==> config.mk <==
export PLATFORM = sky130hd
export DESIGN_NAME = dpc_output_ctrl
export DESIGN_NICKNAME = d
export VERILOG_FILES = /design/src/hw/dpc_pkg.sv /design/src/hw/dpc_output_ctrl.sv /design/src/hw/dpc_serial_rx.sv /design/src/hw/dpc_io_port.sv
export SDC_FILE = /design/constraint.sdc
export NUM_CORES = 1
export LEC_CHECK = 0
export ABC_CLOCK_PERIOD_IN_PS = 6470
export BUFFER_PORTS_ARGS = -buffer_cell sky130_fd_sc_hd__buf_2
export CORE_MARGIN = 2
export CORE_UTILIZATION = 37
export DETAILED_ROUTE_END_ITERATION = 8
export SETUP_SLACK_MARGIN = 0.5
export SLEW_MARGIN = 10
export SYNTH_ARGS = -nofsm -noshare
export SYNTH_HDL_FRONTEND = slang
export SYNTH_SLANG_ARGS = --single-unit
==> constraint.sdc <==
create_clock -name pclk -period 6.47 [get_ports pclk]
set_input_delay 1.294 -clock pclk [delete_from_list [all_inputs] [get_ports pclk]]
set_output_delay 1.294 -clock pclk [all_outputs]
set_load 0.02 [all_outputs]
==> src/hw/dpc_pkg.sv <==
// shared constants and types for the dac output power-up control block
package dpc_pkg;
  localparam int CLK_PERIOD_NS = 100;
  localparam int SUPPLY_SETTLE_NS = 1000;
  localparam int SETTLE_CYC = (SUPPLY_SETTLE_NS + CLK_PERIOD_NS - 1) / CLK_PERIOD_NS;
  localparam int SETTLE_W = $clog2(SETTLE_CYC + 1);

  localparam int FRAME_BITS = 24;
  localparam int CNT_W = 5;
  localparam int RW_BIT = 23;
  localparam int REG_HI = 21;
  localparam int REG_LO = 19;
  localparam int ADR_HI = 18;
  localparam int ADR_LO = 16;
  localparam int DATA_W = 16;
  localparam logic [2:0] REG_FUNC = 3'h0;
  localparam logic [2:0] REG_DATA = 3'h2;
  localparam logic [2:0] REG_COARSE = 3'h3;
  localparam logic [2:0] REG_FINE = 3'h4;
  localparam logic [2:0] REG_OFFSET = 3'h5;
  localparam logic [2:0] ADR_ALL = 3'h4;

  localparam int NCH = 2;
  localparam int IO_W = 2;
  localparam int OFS_W = 8;
  localparam int CG_W = 2;
  localparam int FG_W = 6;
  localparam int FN_W = 5;
  localparam int FN_LGND = 0;
  localparam int FN_DIR_LO = 1;
  localparam int FN_OUT_LO = 3;
  localparam logic [FN_W-1:0] FN_RESET = 5'h00;
  localparam logic [DATA_W-1:0] DAC_ZERO = 16'h0000;
  localparam logic [DATA_W-1:0] SIGN_FLIP = 16'h8000;

  localparam int APB_AW = 8;
  localparam logic [APB_AW-1:0] OFS_STATUS = 8'h00;
  localparam logic [APB_AW-1:0] OFS_FUNC = 8'h04;
  localparam logic [APB_AW-1:0] OFS_DAC_A = 8'h08;
  localparam logic [APB_AW-1:0] OFS_DAC_B = 8'h0C;
  localparam logic [APB_AW-1:0] OFS_CTRL = 8'h10;
  localparam int ST_CLAMP = 0;
  localparam int ST_SUPPLY = 1;
  localparam int ST_SUPERVISOR = 2;
  localparam int ST_DRIVE = 3;
  localparam int ST_IO_LO = 4;
  localparam int CTRL_FORCE_CLAMP = 0;

  typedef enum logic [2:0] {
    PW_OFF = 3'b001,
    PW_CLAMP = 3'b010,
    PW_DRIVE = 3'b100
  } dpc_pwr_e;
endpackage : dpc_pkg

==> src/hw/dpc_output_ctrl.sv <==
// top of the dac output power-up control block with apb status/control
`timescale 1ns/1ps
`default_nettype none
module dpc_output_ctrl (
  input wire logic pclk,
  input wire logic presetn,
  input wire logic [dpc_pkg::APB_AW-1:0] paddr,
  input wire logic psel,
  input wire logic penable,
  input wire logic pwrite,
  input wire logic [31:0] pwdata,
  output logic [31:0] prdata,
  output logic pready,
  output logic pslverr,
  input wire logic sclk,
  input wire logic sync_n,
  input wire logic sdin,
  output wire logic sdo,
  input wire logic supply_stable,
  input wire logic supervisor_reset_in_n,
  input wire logic coding_select_pin,
  input wire logic zero_load_pin_n,
  input wire logic simultaneous_update_pin_n,
  output logic supply_detect_out,
  output logic amp_output_switch,
  output logic ground_clamp_switch,
  output logic local_gnd_comp_en,
  output wire logic [dpc_pkg::NCH-1:0][dpc_pkg::DATA_W-1:0] core_code,
  output wire logic [dpc_pkg::NCH-1:0][dpc_pkg::OFS_W-1:0] offset_trim,
  output wire logic [dpc_pkg::NCH-1:0][dpc_pkg::CG_W-1:0] coarse_gain,
  output wire logic [dpc_pkg::NCH-1:0][dpc_pkg::FG_W-1:0] fine_gain,
  input wire logic [dpc_pkg::IO_W-1:0] io_pin_i,
  output wire logic [dpc_pkg::IO_W-1:0] io_pin_o,
  output wire logic [dpc_pkg::IO_W-1:0] io_pin_oe
);
  import dpc_pkg::*;

  logic [FRAME_BITS-1:0] frame_word;
  logic frame_valid;
  logic [FRAME_BITS-1:0] tx_word_q, tx_word_d;
  logic tx_load_q, tx_load_d;
  logic [IO_W-1:0] io_level;
  logic [FN_W-1:0] func_q, func_d;
  logic force_clamp_q, force_clamp_d;

  dpc_serial_rx u_rx (
    .pclk(pclk),
    .presetn(presetn),
    .sclk(sclk),
    .sync_n(sync_n),
    .sdin(sdin),
    .tx_word(tx_word_q),
    .tx_load(tx_load_q),
    .sdo(sdo),
    .frame_word(frame_word),
    .frame_valid(frame_valid)
  );

  dpc_io_port #(.W(IO_W)) u_io (
    .pclk(pclk),
    .presetn(presetn),
    .dir(func_q[FN_DIR_LO +: IO_W]),
    .out_val(func_q[FN_OUT_LO +: IO_W]),
    .pin_i(io_pin_i),
    .pin_o(io_pin_o),
    .pin_oe(io_pin_oe),
    .level(io_level)
  );

  // frame decode
  logic [2:0] f_reg, f_adr;
  logic f_rd, wr_ok, data_wr;
  assign f_reg = frame_word[REG_HI:REG_LO];
  assign f_adr = frame_word[ADR_HI:ADR_LO];
  assign f_rd = frame_word[RW_BIT];
  dpc_pwr_e pwr_q, pwr_d;
  // serial writes while unpowered are ignored: the core registers are not alive yet
  assign wr_ok = frame_valid && !f_rd && pwr_q != PW_OFF;
  assign data_wr = wr_ok && f_reg == REG_DATA;

  // power-up / brownout sequencing
  logic [SETTLE_W-1:0] settle_q, settle_d;
  logic zero_load;
  logic clamp_d;

  always_comb begin
    pwr_d = pwr_q;
    settle_d = settle_q;
    zero_load = 1'b0;
    if (!supply_stable || !supervisor_reset_in_n) begin
      pwr_d = PW_OFF;
      settle_d = '0;
    end else begin
      unique case (pwr_q)
        PW_OFF: begin
          if (settle_q == SETTLE_W'(SETTLE_CYC - 1)) begin
            // power-on state follows the clear and update pins
            if (!zero_load_pin_n || !simultaneous_update_pin_n) begin
              zero_load = 1'b1;
              pwr_d = PW_DRIVE;
            end else begin
              pwr_d = PW_CLAMP;
            end
          end else begin
            settle_d = settle_q + SETTLE_W'(1);
          end
        end
        PW_CLAMP: begin
          if (data_wr) begin
            pwr_d = PW_DRIVE;
          end
        end
        PW_DRIVE: begin
          pwr_d = PW_DRIVE;
        end
      endcase
    end
    // decided from the next state so a fault clamps within one cycle
    clamp_d = pwr_d != PW_DRIVE || force_clamp_q;
  end

  always_ff @(posedge pclk or negedge presetn) begin
    if (!presetn) begin
      pwr_q <= PW_OFF;
      settle_q <= '0;
      ground_clamp_switch <= 1'b1;
      amp_output_switch <= 1'b0;
      supply_detect_out <= 1'b0;
    end else begin
      pwr_q <= pwr_d;
      settle_q <= settle_d;
      ground_clamp_switch <= clamp_d;
      amp_output_switch <= !clamp_d;
      supply_detect_out <= supply_stable;
    end
  end

  // per-channel registers
  logic [NCH-1:0][DATA_W-1:0] dac_w;
  for (genvar ch = 0; ch < NCH; ch++) begin : g_ch
    logic hit;
    logic [DATA_W-1:0] in_q, in_d, dac_q, dac_d, core_q, core_d;
    logic [OFS_W-1:0] ofs_q, ofs_d;
    logic [CG_W-1:0] cg_q, cg_d;
    logic [FG_W-1:0] fg_q, fg_d;
    assign hit = f_adr == 3'(ch) || f_adr == ADR_ALL;
    always_comb begin
      in_d = in_q;
      dac_d = dac_q;
      ofs_d = ofs_q;
      cg_d = cg_q;
      fg_d = fg_q;
      if (zero_load) begin
        in_d = DAC_ZERO;
        dac_d = DAC_ZERO;
      end else begin
        if (data_wr && hit) begin
          in_d = frame_word[DATA_W-1:0];
        end
        if (wr_ok && hit && f_reg == REG_OFFSET) begin
          ofs_d = frame_word[OFS_W-1:0];
        end
        if (wr_ok && hit && f_reg == REG_COARSE) begin
          cg_d = frame_word[CG_W-1:0];
        end
        if (wr_ok && hit && f_reg == REG_FINE) begin
          fg_d = frame_word[FG_W-1:0];
        end
        // update pin held low makes the dac register transparent
        if (!simultaneous_update_pin_n) begin
          dac_d = in_d;
        end
      end
      core_d = coding_select_pin ? dac_d : dac_d ^ SIGN_FLIP;
    end
    always_ff @(posedge pclk or negedge presetn) begin
      if (!presetn) begin
        in_q <= DAC_ZERO;
        dac_q <= DAC_ZERO;
        core_q <= DAC_ZERO;
        ofs_q <= '0;
        cg_q <= '0;
        fg_q <= '0;
      end else begin
        in_q <= in_d;
        dac_q <= dac_d;
        core_q <= core_d;
        ofs_q <= ofs_d;
        cg_q <= cg_d;
        fg_q <= fg_d;
      end
    end
    assign dac_w[ch] = dac_q;
    assign core_code[ch] = core_q;
    assign offset_trim[ch] = ofs_q;
    assign coarse_gain[ch] = cg_q;
    assign fine_gain[ch] = fg_q;
  end

  // function register, serial readback and apb slave
  logic apb_setup, apb_acc, apb_hit;
  logic [31:0] prdata_d;
  logic pready_d, pslverr_d, lgnd_d;
  logic [DATA_W-1:0] rb;

  always_comb begin
    apb_setup = psel && !penable;
    apb_acc = psel && penable && pready;
    func_d = func_q;
    force_clamp_d = force_clamp_q;
    if (apb_acc && pwrite && paddr == OFS_FUNC) begin
      func_d = pwdata[FN_W-1:0];
    end
    if (apb_acc && pwrite && paddr == OFS_CTRL) begin
      force_clamp_d = pwdata[CTRL_FORCE_CLAMP];
    end
    // serial write wins over a simultaneous apb write
    if (wr_ok && f_reg == REG_FUNC) begin
      func_d = frame_word[FN_W-1:0];
    end
    lgnd_d = func_d[FN_LGND];
    unique case (f_reg)
      REG_FUNC: rb = {{(DATA_W - FN_W - IO_W){1'b0}}, io_level, func_q};
      REG_DATA: rb = dac_w[f_adr[0]];
      REG_COARSE: rb = {{(DATA_W - CG_W){1'b0}}, coarse_gain[f_adr[0]]};
      REG_FINE: rb = {{(DATA_W - FG_W){1'b0}}, fine_gain[f_adr[0]]};
      REG_OFFSET: rb = {{(DATA_W - OFS_W){1'b0}}, offset_trim[f_adr[0]]};
      default: rb = DAC_ZERO;
    endcase
    tx_load_d = frame_valid && f_rd;
    tx_word_d = tx_load_d ? {frame_word[FRAME_BITS-1:DATA_W], rb} : tx_word_q;
    pready_d = apb_setup;
    apb_hit = paddr == OFS_STATUS || paddr == OFS_FUNC || paddr == OFS_DAC_A ||
              paddr == OFS_DAC_B || paddr == OFS_CTRL;
    pslverr_d = apb_setup && !apb_hit;
    prdata_d = prdata;
    if (apb_setup) begin
      prdata_d = '0;
      unique case (paddr)
        OFS_STATUS: begin
          prdata_d[ST_CLAMP] = ground_clamp_switch;
          prdata_d[ST_SUPPLY] = supply_detect_out;
          prdata_d[ST_SUPERVISOR] = supervisor_reset_in_n;
          prdata_d[ST_DRIVE] = pwr_q == PW_DRIVE;
          prdata_d[ST_IO_LO +: IO_W] = io_level;
        end
        OFS_FUNC: prdata_d[FN_W-1:0] = func_q;
        OFS_DAC_A: prdata_d[DATA_W-1:0] = dac_w[0];
        OFS_DAC_B: prdata_d[DATA_W-1:0] = dac_w[1];
        OFS_CTRL: prdata_d[CTRL_FORCE_CLAMP] = force_clamp_q;
        default: prdata_d = '0;
      endcase
    end
  end

  always_ff @(posedge pclk or negedge presetn) begin
    if (!presetn) begin
      func_q <= FN_RESET;
      force_clamp_q <= 1'b0;
      local_gnd_comp_en <= 1'b0;
      tx_word_q <= '0;
      tx_load_q <= 1'b0;
      prdata <= '0;
      pready <= 1'b0;
      pslverr <= 1'b0;
    end else begin
      func_q <= func_d;
      force_clamp_q <= force_clamp_d;
      local_gnd_comp_en <= lgnd_d;
      tx_word_q <= tx_word_d;
      tx_load_q <= tx_load_d;
      prdata <= prdata_d;
      pready <= pready_d;
      pslverr <= pslverr_d;
    end
  end

  switch_excl_a: assert property (@(posedge pclk) disable iff (!presetn)
    ground_clamp_switch != amp_output_switch) else $error("clamp and amplifier switch both in same state");

  supply_clamp_a: assert property (@(posedge pclk) disable iff (!presetn)
    !supply_stable |=> ground_clamp_switch && !pwr_q[2]) else $error("output not clamped on supply loss");

  supervisor_clamp_a: assert property (@(posedge pclk) disable iff (!presetn)
    !supervisor_reset_in_n |=> ground_clamp_switch && !amp_output_switch) else $error("supervisor low left output driven");

  detect_out_a: assert property (@(posedge pclk) disable iff (!presetn)
    supply_stable ##1 !supply_stable |=> !supply_detect_out && $past(supply_detect_out)) else $error("detector pin lags");

  release_write_a: assert property (@(posedge pclk) disable iff (!presetn)
    pwr_q == PW_CLAMP && data_wr && supply_stable && supervisor_reset_in_n && !force_clamp_q
    |=> amp_output_switch ##1 amp_output_switch || !supply_stable) else $error("valid write did not release clamp");

  hold_clamp_a: assert property (@(posedge pclk) disable iff (!presetn)
    pwr_q == PW_CLAMP && !(frame_valid && !f_rd && f_reg == REG_DATA) |=> ground_clamp_switch)
    else $error("clamp released without a data write");

  zero_load_a: assert property (@(posedge pclk) disable iff (!presetn)
    zero_load |=> dac_w[0] == DAC_ZERO && dac_w[1] == DAC_ZERO && pwr_q == PW_DRIVE)
    else $error("power-up zero load missing");

  update_pin_a: assert property (@(posedge pclk) disable iff (!presetn)
    pwr_q == PW_OFF && settle_q == SETTLE_W'(SETTLE_CYC - 1) && supply_stable && supervisor_reset_in_n
    && zero_load_pin_n && !simultaneous_update_pin_n |=> amp_output_switch) else $error("update pin ignored at power-up");

  coding_map_a: assert property (@(posedge pclk) disable iff (!presetn)
    $past(presetn) |-> core_code[0] == ($past(coding_select_pin) ? dac_w[0] : dac_w[0] ^ SIGN_FLIP))
    else $error("output coding mismatch");
endmodule : dpc_output_ctrl
`default_nettype wire

==> src/hw/dpc_serial_rx.sv <==
// serial frame receiver and readback shifter, pins sampled on pclk
`timescale 1ns/1ps
`default_nettype none
module dpc_serial_rx (
  input wire logic pclk,
  input wire logic presetn,
  input wire logic sclk,
  input wire logic sync_n,
  input wire logic sdin,
  input wire logic [dpc_pkg::FRAME_BITS-1:0] tx_word,
  input wire logic tx_load,
  output logic sdo,
  output logic [dpc_pkg::FRAME_BITS-1:0] frame_word,
  output logic frame_valid
);
  import dpc_pkg::*;

  logic sclk_q, sync_q;
  logic [FRAME_BITS-1:0] shift_q, shift_d, tx_q, tx_d, word_d;
  logic [CNT_W-1:0] cnt_q, cnt_d;
  logic valid_d;

  always_comb begin
    shift_d = shift_q;
    cnt_d = cnt_q;
    tx_d = tx_q;
    word_d = frame_word;
    valid_d = 1'b0;
    if (sync_q && !sync_n) begin
      cnt_d = '0;
    end else if (!sync_n && sclk_q && !sclk) begin
      shift_d = {shift_q[FRAME_BITS-2:0], sdin};
      if (cnt_q != '1) begin
        cnt_d = cnt_q + CNT_W'(1);
      end
    end
    // only exactly 24 bits make a frame; anything else is dropped
    if (!sync_q && sync_n && cnt_q == CNT_W'(FRAME_BITS)) begin
      word_d = shift_q;
      valid_d = 1'b1;
    end
    if (tx_load) begin
      tx_d = tx_word;
    end else if (!sync_n && !sclk_q && sclk) begin
      // shifted on rising edges so the host samples on falling ones
      tx_d = {tx_q[FRAME_BITS-2:0], 1'b0};
    end
  end

  always_ff @(posedge pclk or negedge presetn) begin
    if (!presetn) begin
      // serial clock idles high; a low start would fake an edge after reset
      sclk_q <= 1'b1;
      sync_q <= 1'b1;
      shift_q <= '0;
      cnt_q <= '0;
      tx_q <= '0;
      frame_word <= '0;
      frame_valid <= 1'b0;
    end else begin
      sclk_q <= sclk;
      sync_q <= sync_n;
      shift_q <= shift_d;
      cnt_q <= cnt_d;
      tx_q <= tx_d;
      frame_word <= word_d;
      frame_valid <= valid_d;
    end
  end

  assign sdo = tx_q[FRAME_BITS-1];
endmodule : dpc_serial_rx
`default_nettype wire

==> src/hw/dpc_io_port.sv <==
// two-way digital i/o port with per-pin direction and readback
`timescale 1ns/1ps
`default_nettype none
module dpc_io_port #(
  parameter int W = 2
) (
  input wire logic pclk,
  input wire logic presetn,
  input wire logic [W-1:0] dir,
  input wire logic [W-1:0] out_val,
  input wire logic [W-1:0] pin_i,
  output wire logic [W-1:0] pin_o,
  output wire logic [W-1:0] pin_oe,
  output wire logic [W-1:0] level
);
  for (genvar i = 0; i < W; i++) begin : g_pin
    logic o_q, oe_q, lvl_q, lvl_d;
    always_comb begin
      lvl_d = dir[i] ? out_val[i] : pin_i[i];
    end
    always_ff @(posedge pclk or negedge presetn) begin
      if (!presetn) begin
        o_q <= 1'b0;
        oe_q <= 1'b0;
        lvl_q <= 1'b0;
      end else begin
        o_q <= out_val[i];
        oe_q <= dir[i];
        lvl_q <= lvl_d;
      end
    end
    assign pin_o[i] = o_q;
    assign pin_oe[i] = oe_q;
    assign level[i] = lvl_q;
  end
endmodule : dpc_io_port
`default_nettype wire

==> flow_metrics.tcl <==
set metrics [dict create \
    ys_seq_area_share_pct 56.0 \
    grt_setup_unrepaired "no" \
    p_per_area_nw_per_um2 268 \
    first_iter_violations 680 \
    crit_slowest_cell "nor3b_1" \
    gp_congestion 0.834 \
    antenna_cells 0 \
    synth_area_leader_cell "dfrtp_1" \
    p_comb_share_pct 6.3 \
    drc 0 \
    dp_hpwl_mm 18.3 \
    cts_sinks 243 \
    maxCapViolations 0 \
    drv_slew 0 \
    grt_pass1_vias 7084 \
    overflow 0 \
    hold_viol_final 0 \
    cp.required_ns 6.82 \
    worst_pin_slew_ns 1.17 \
    synth_top_area_share_pct 55.0 \
    clock_skew_ns 0.00786 \
    drive_above_1_share_pct 28.4 \
    fin_cells 1398 \
    vdd_drop_max_mv 0.145 \
    fin_nets 1054 \
    met2_usage_pct 25.7 \
    die_h_um 175 \
    post-route-util_pct 42.9 \
    hold_depth 2 \
    end_kind "register" \
    min_from "prdata[14]" \
    via_per_inst 5.16 \
    synth_cells 922 \
    fp.dieW_um 175 \
    grt_max_degree 128 \
    final.min_clock_period_ns 3.01 \
    cpPeakStageDelay_ns 0.93 \
    grt_most_used_layer "met1" \
    antenna_found_initial 0 \
    setup_viol 0 \
    fmax_ghz 0.332 \
    syn_area_um2 10900 \
    reg2reg_to "g_ch[1].core_q[9]" \
    min_path_type "reg2reg" \
    routed_wl_mm 26.2 \
    grtUsageMet1_pct 26.3 \
    reg2reg_depth 5 \
    synthArstFlopShare_pct 100 \
    area_delta_synth_final_pct 13.9 \
    fp.dieArea_um2 30800 \
    dp_cells 1349 \
    post_cts_buffers 0 \
    netlist-cell-type-count 59 \
    fillers 2742 \
    r2r_slack_ns 3.46 \
    start_kind "register" \
    yosys_most_used_dff "dfrtp_1" \
    power.leakage_uw 0.00565 \
    tritoncts "built" \
    grt_usage_pct 17.3 \
    numPortBuffers 118 \
    grt_pass1_wl_mm 41.7 \
    status "finished clean" \
    period_share_pct 46.5 \
    synthTopCellsByArea "dfrtp_1 55%, mux2_2 9.4%, mux2i_1 7.2%, buf_4 3.5%, nor2_1 3.0%" \
    core.rowCount 62 \
    holdWs_ns 0.463 \
    worstHoldEndpoint "prdata[14]" \
    switching_share_pct 23.7 \
    clkLatencyLatePin_ns 0.53 \
    synth_common_cells "239 x dfrtp_1, 91 x mux2_2, 88 x nor2_1" \
    htreeDepth 1 \
    dr_total_vias 7212 \
    dr.pass1.iters 4 \
    avgSynthCellArea_um2 11.8 \
    yosysMostFrequentCell "dfrtp_1" \
    switchingPower_uw 784 \
    ys_warn_count 0 \
    slew_headroom_pct 21.3 \
    post_drt_wl_per_cell_um 18.8 \
    crit_chain "nor3b_1 -> or4_1 -> buf_4 -> mux2i_1 -> a211oi_1" \
    r2r-start "pwr_q[0]" \
    critical_path_buf_inv_count 1 \
    cts_root_buf "clkbuf_16" \
    io_pins 162 \
    worstPathMaxFanout 11 \
    cts-resized-gates 0 \
    fin_setup_tns_ns 0 \
    clk_pin_slew_ns 0.06 \
    worstPathArrival_ns 3.36 \
    synth-seq-cells 243 \
    multi_input_area_um2 4220 \
    ant_nets 0 \
    start_util_pct 37.7 \
    critical_path_class "reg2reg" \
    seq_power_share_pct 49.5 \
    seq_area_um2 6090 \
    coreArea_um2 28900 \
    clockBufferDepth 3 \
    power.internal_uw 2530 \
    hold_buffers 0 \
    grt_use_met3_pct 3.01 \
    p_clk_share_pct 44.2 \
    cts_made_buffers 27 \
    crit_family "simple AND/OR/NAND/NOR gates" \
    synth_edf_count 0 \
]
## power by group through the flow
stage                     clock (uW)  combinational [uW]  sequential (uW)
after floorplan                    0                 151             1650
after global placement             0                 208             1660
after detailed placement           0                 213             1670
after CTS                       1500                 214             1640
after global routing            1570                 235             1650
final                           1470                 209             1640
## routing by layer
| metal | share of wire, % | vias up |
|---|---|---|
| li1 | - | 3367 |
| met1 | 49 | 3583 |
| met2 | 44 | 228 |
| met3 | 5.5 | 34 |
| met4 | 1.7 | 0 |
| met5 | 0 | - |
## worst reg2reg max path: stages (launching register included)
cell      delay, ns
dfstp_2        0.58
nor3b_1        0.93
or4_1          0.58
buf_4          0.36
mux2i_1        0.29
a211oi_1       0.10
## cells in the final DEF, fill, tap and decap left out, types with 5 or more instances in the layout
cell type | Yosys | layout
o21ai_0 | 39 | 39
nand3_1 | 11 | 11
ha_1 | 5 | 5
mux2i_1 | 78 | 78
nand2_1 | 73 | 73
or3_1 | 5 | 5
o31ai_1 | 9 | 9
a31oi_1 | 5 | 5
a32o_1 | 5 | 5
a21oi_1 | 7 | 7
clkbuf_16 | 0 | 27
buf_4 | 51 | 12
conb_1 | 1 | 16
a22oi_1 | 20 | 20
nand2b_1 | 6 | 6
buf_2 | 13 | 117
inv_1 | 13 | 12
a211oi_1 | 34 | 34
clkbuf_1 | 35 | 6
clkbuf_8 | 0 | 9
nor3_1 | 7 | 7
nand3b_1 | 5 | 5
mux2_2 | 91 | 91
nor2_1 | 88 | 88
nor2b_1 | 5 | 5
dfrtp_1 | 239 | 239
## stage by stage
step	setup slack, ns	cell area [um2]	power, uW
after CTS	3.47	12400	3350
after global routing	3.26	12400	3460
after global placement	3.08	11500	1870
final	3.46	12400	3310
after detailed placement	3.07	11500	1880
after floorplan	3.69	10900	1800
## state kept, by name (all words and copies together) (netlist names), 12 cells and up
name / flops
g_ch.in_q: 32
u_rx.tx_q: 24
u_rx.shift_q: 24
prdata: 16
g_ch.ofs_q: 16
u_rx.frame_word: 24
tx_word_q: 24
g_ch.core_q: 32
g_ch.fg_q: 12
## cells by family after synthesis
kind of cell               count (synthesis)  synth area share (%)
buffers and inverters                    115                  6.09
adders and majority gates                  5                 0.575
AOI/OAI and AO/OA                        145                  9.23
DFF                                      243                  56.0
muxes                                    173                  17.4
xor gates and xnor gates                   8                 0.644
other                                      1                0.0345
and+or+nand+nor                          232                  10.1
## cell type report
type                       instances  share of cell area, %
clock inverter                     7                  0.354
tap                              384                   3.88
multi-input combinational        579                   34.0
sequential                       243                   49.1
inverter                          13                  0.394
clock buffer                      42                   6.64
timing repair buffer             130                   5.58
## how the worst max path moves through the flow
| stage | startpoint | to | slack (ns) | cells past startpoint |
|---|---|---|---|---|
| after detailed placement | paddr[0] | prdata[11] | 3.07 | 5 |
| after global routing | u_rx.frame_word[16] | g_ch[0].core_q[1] | 3.26 | 4 |
| after floorplan | sync_n | u_rx.shift_q[10] | 3.69 | 3 |
| after global placement | paddr[0] | prdata[15] | 3.08 | 5 |
| final | pwr_q[0] | g_ch[1].core_q[9] | 3.46 | 5 |
| after CTS | u_rx.frame_word[16] | g_ch[0].core_q[10] | 3.47 | 4 |
(Power assumes the default switching activity.)
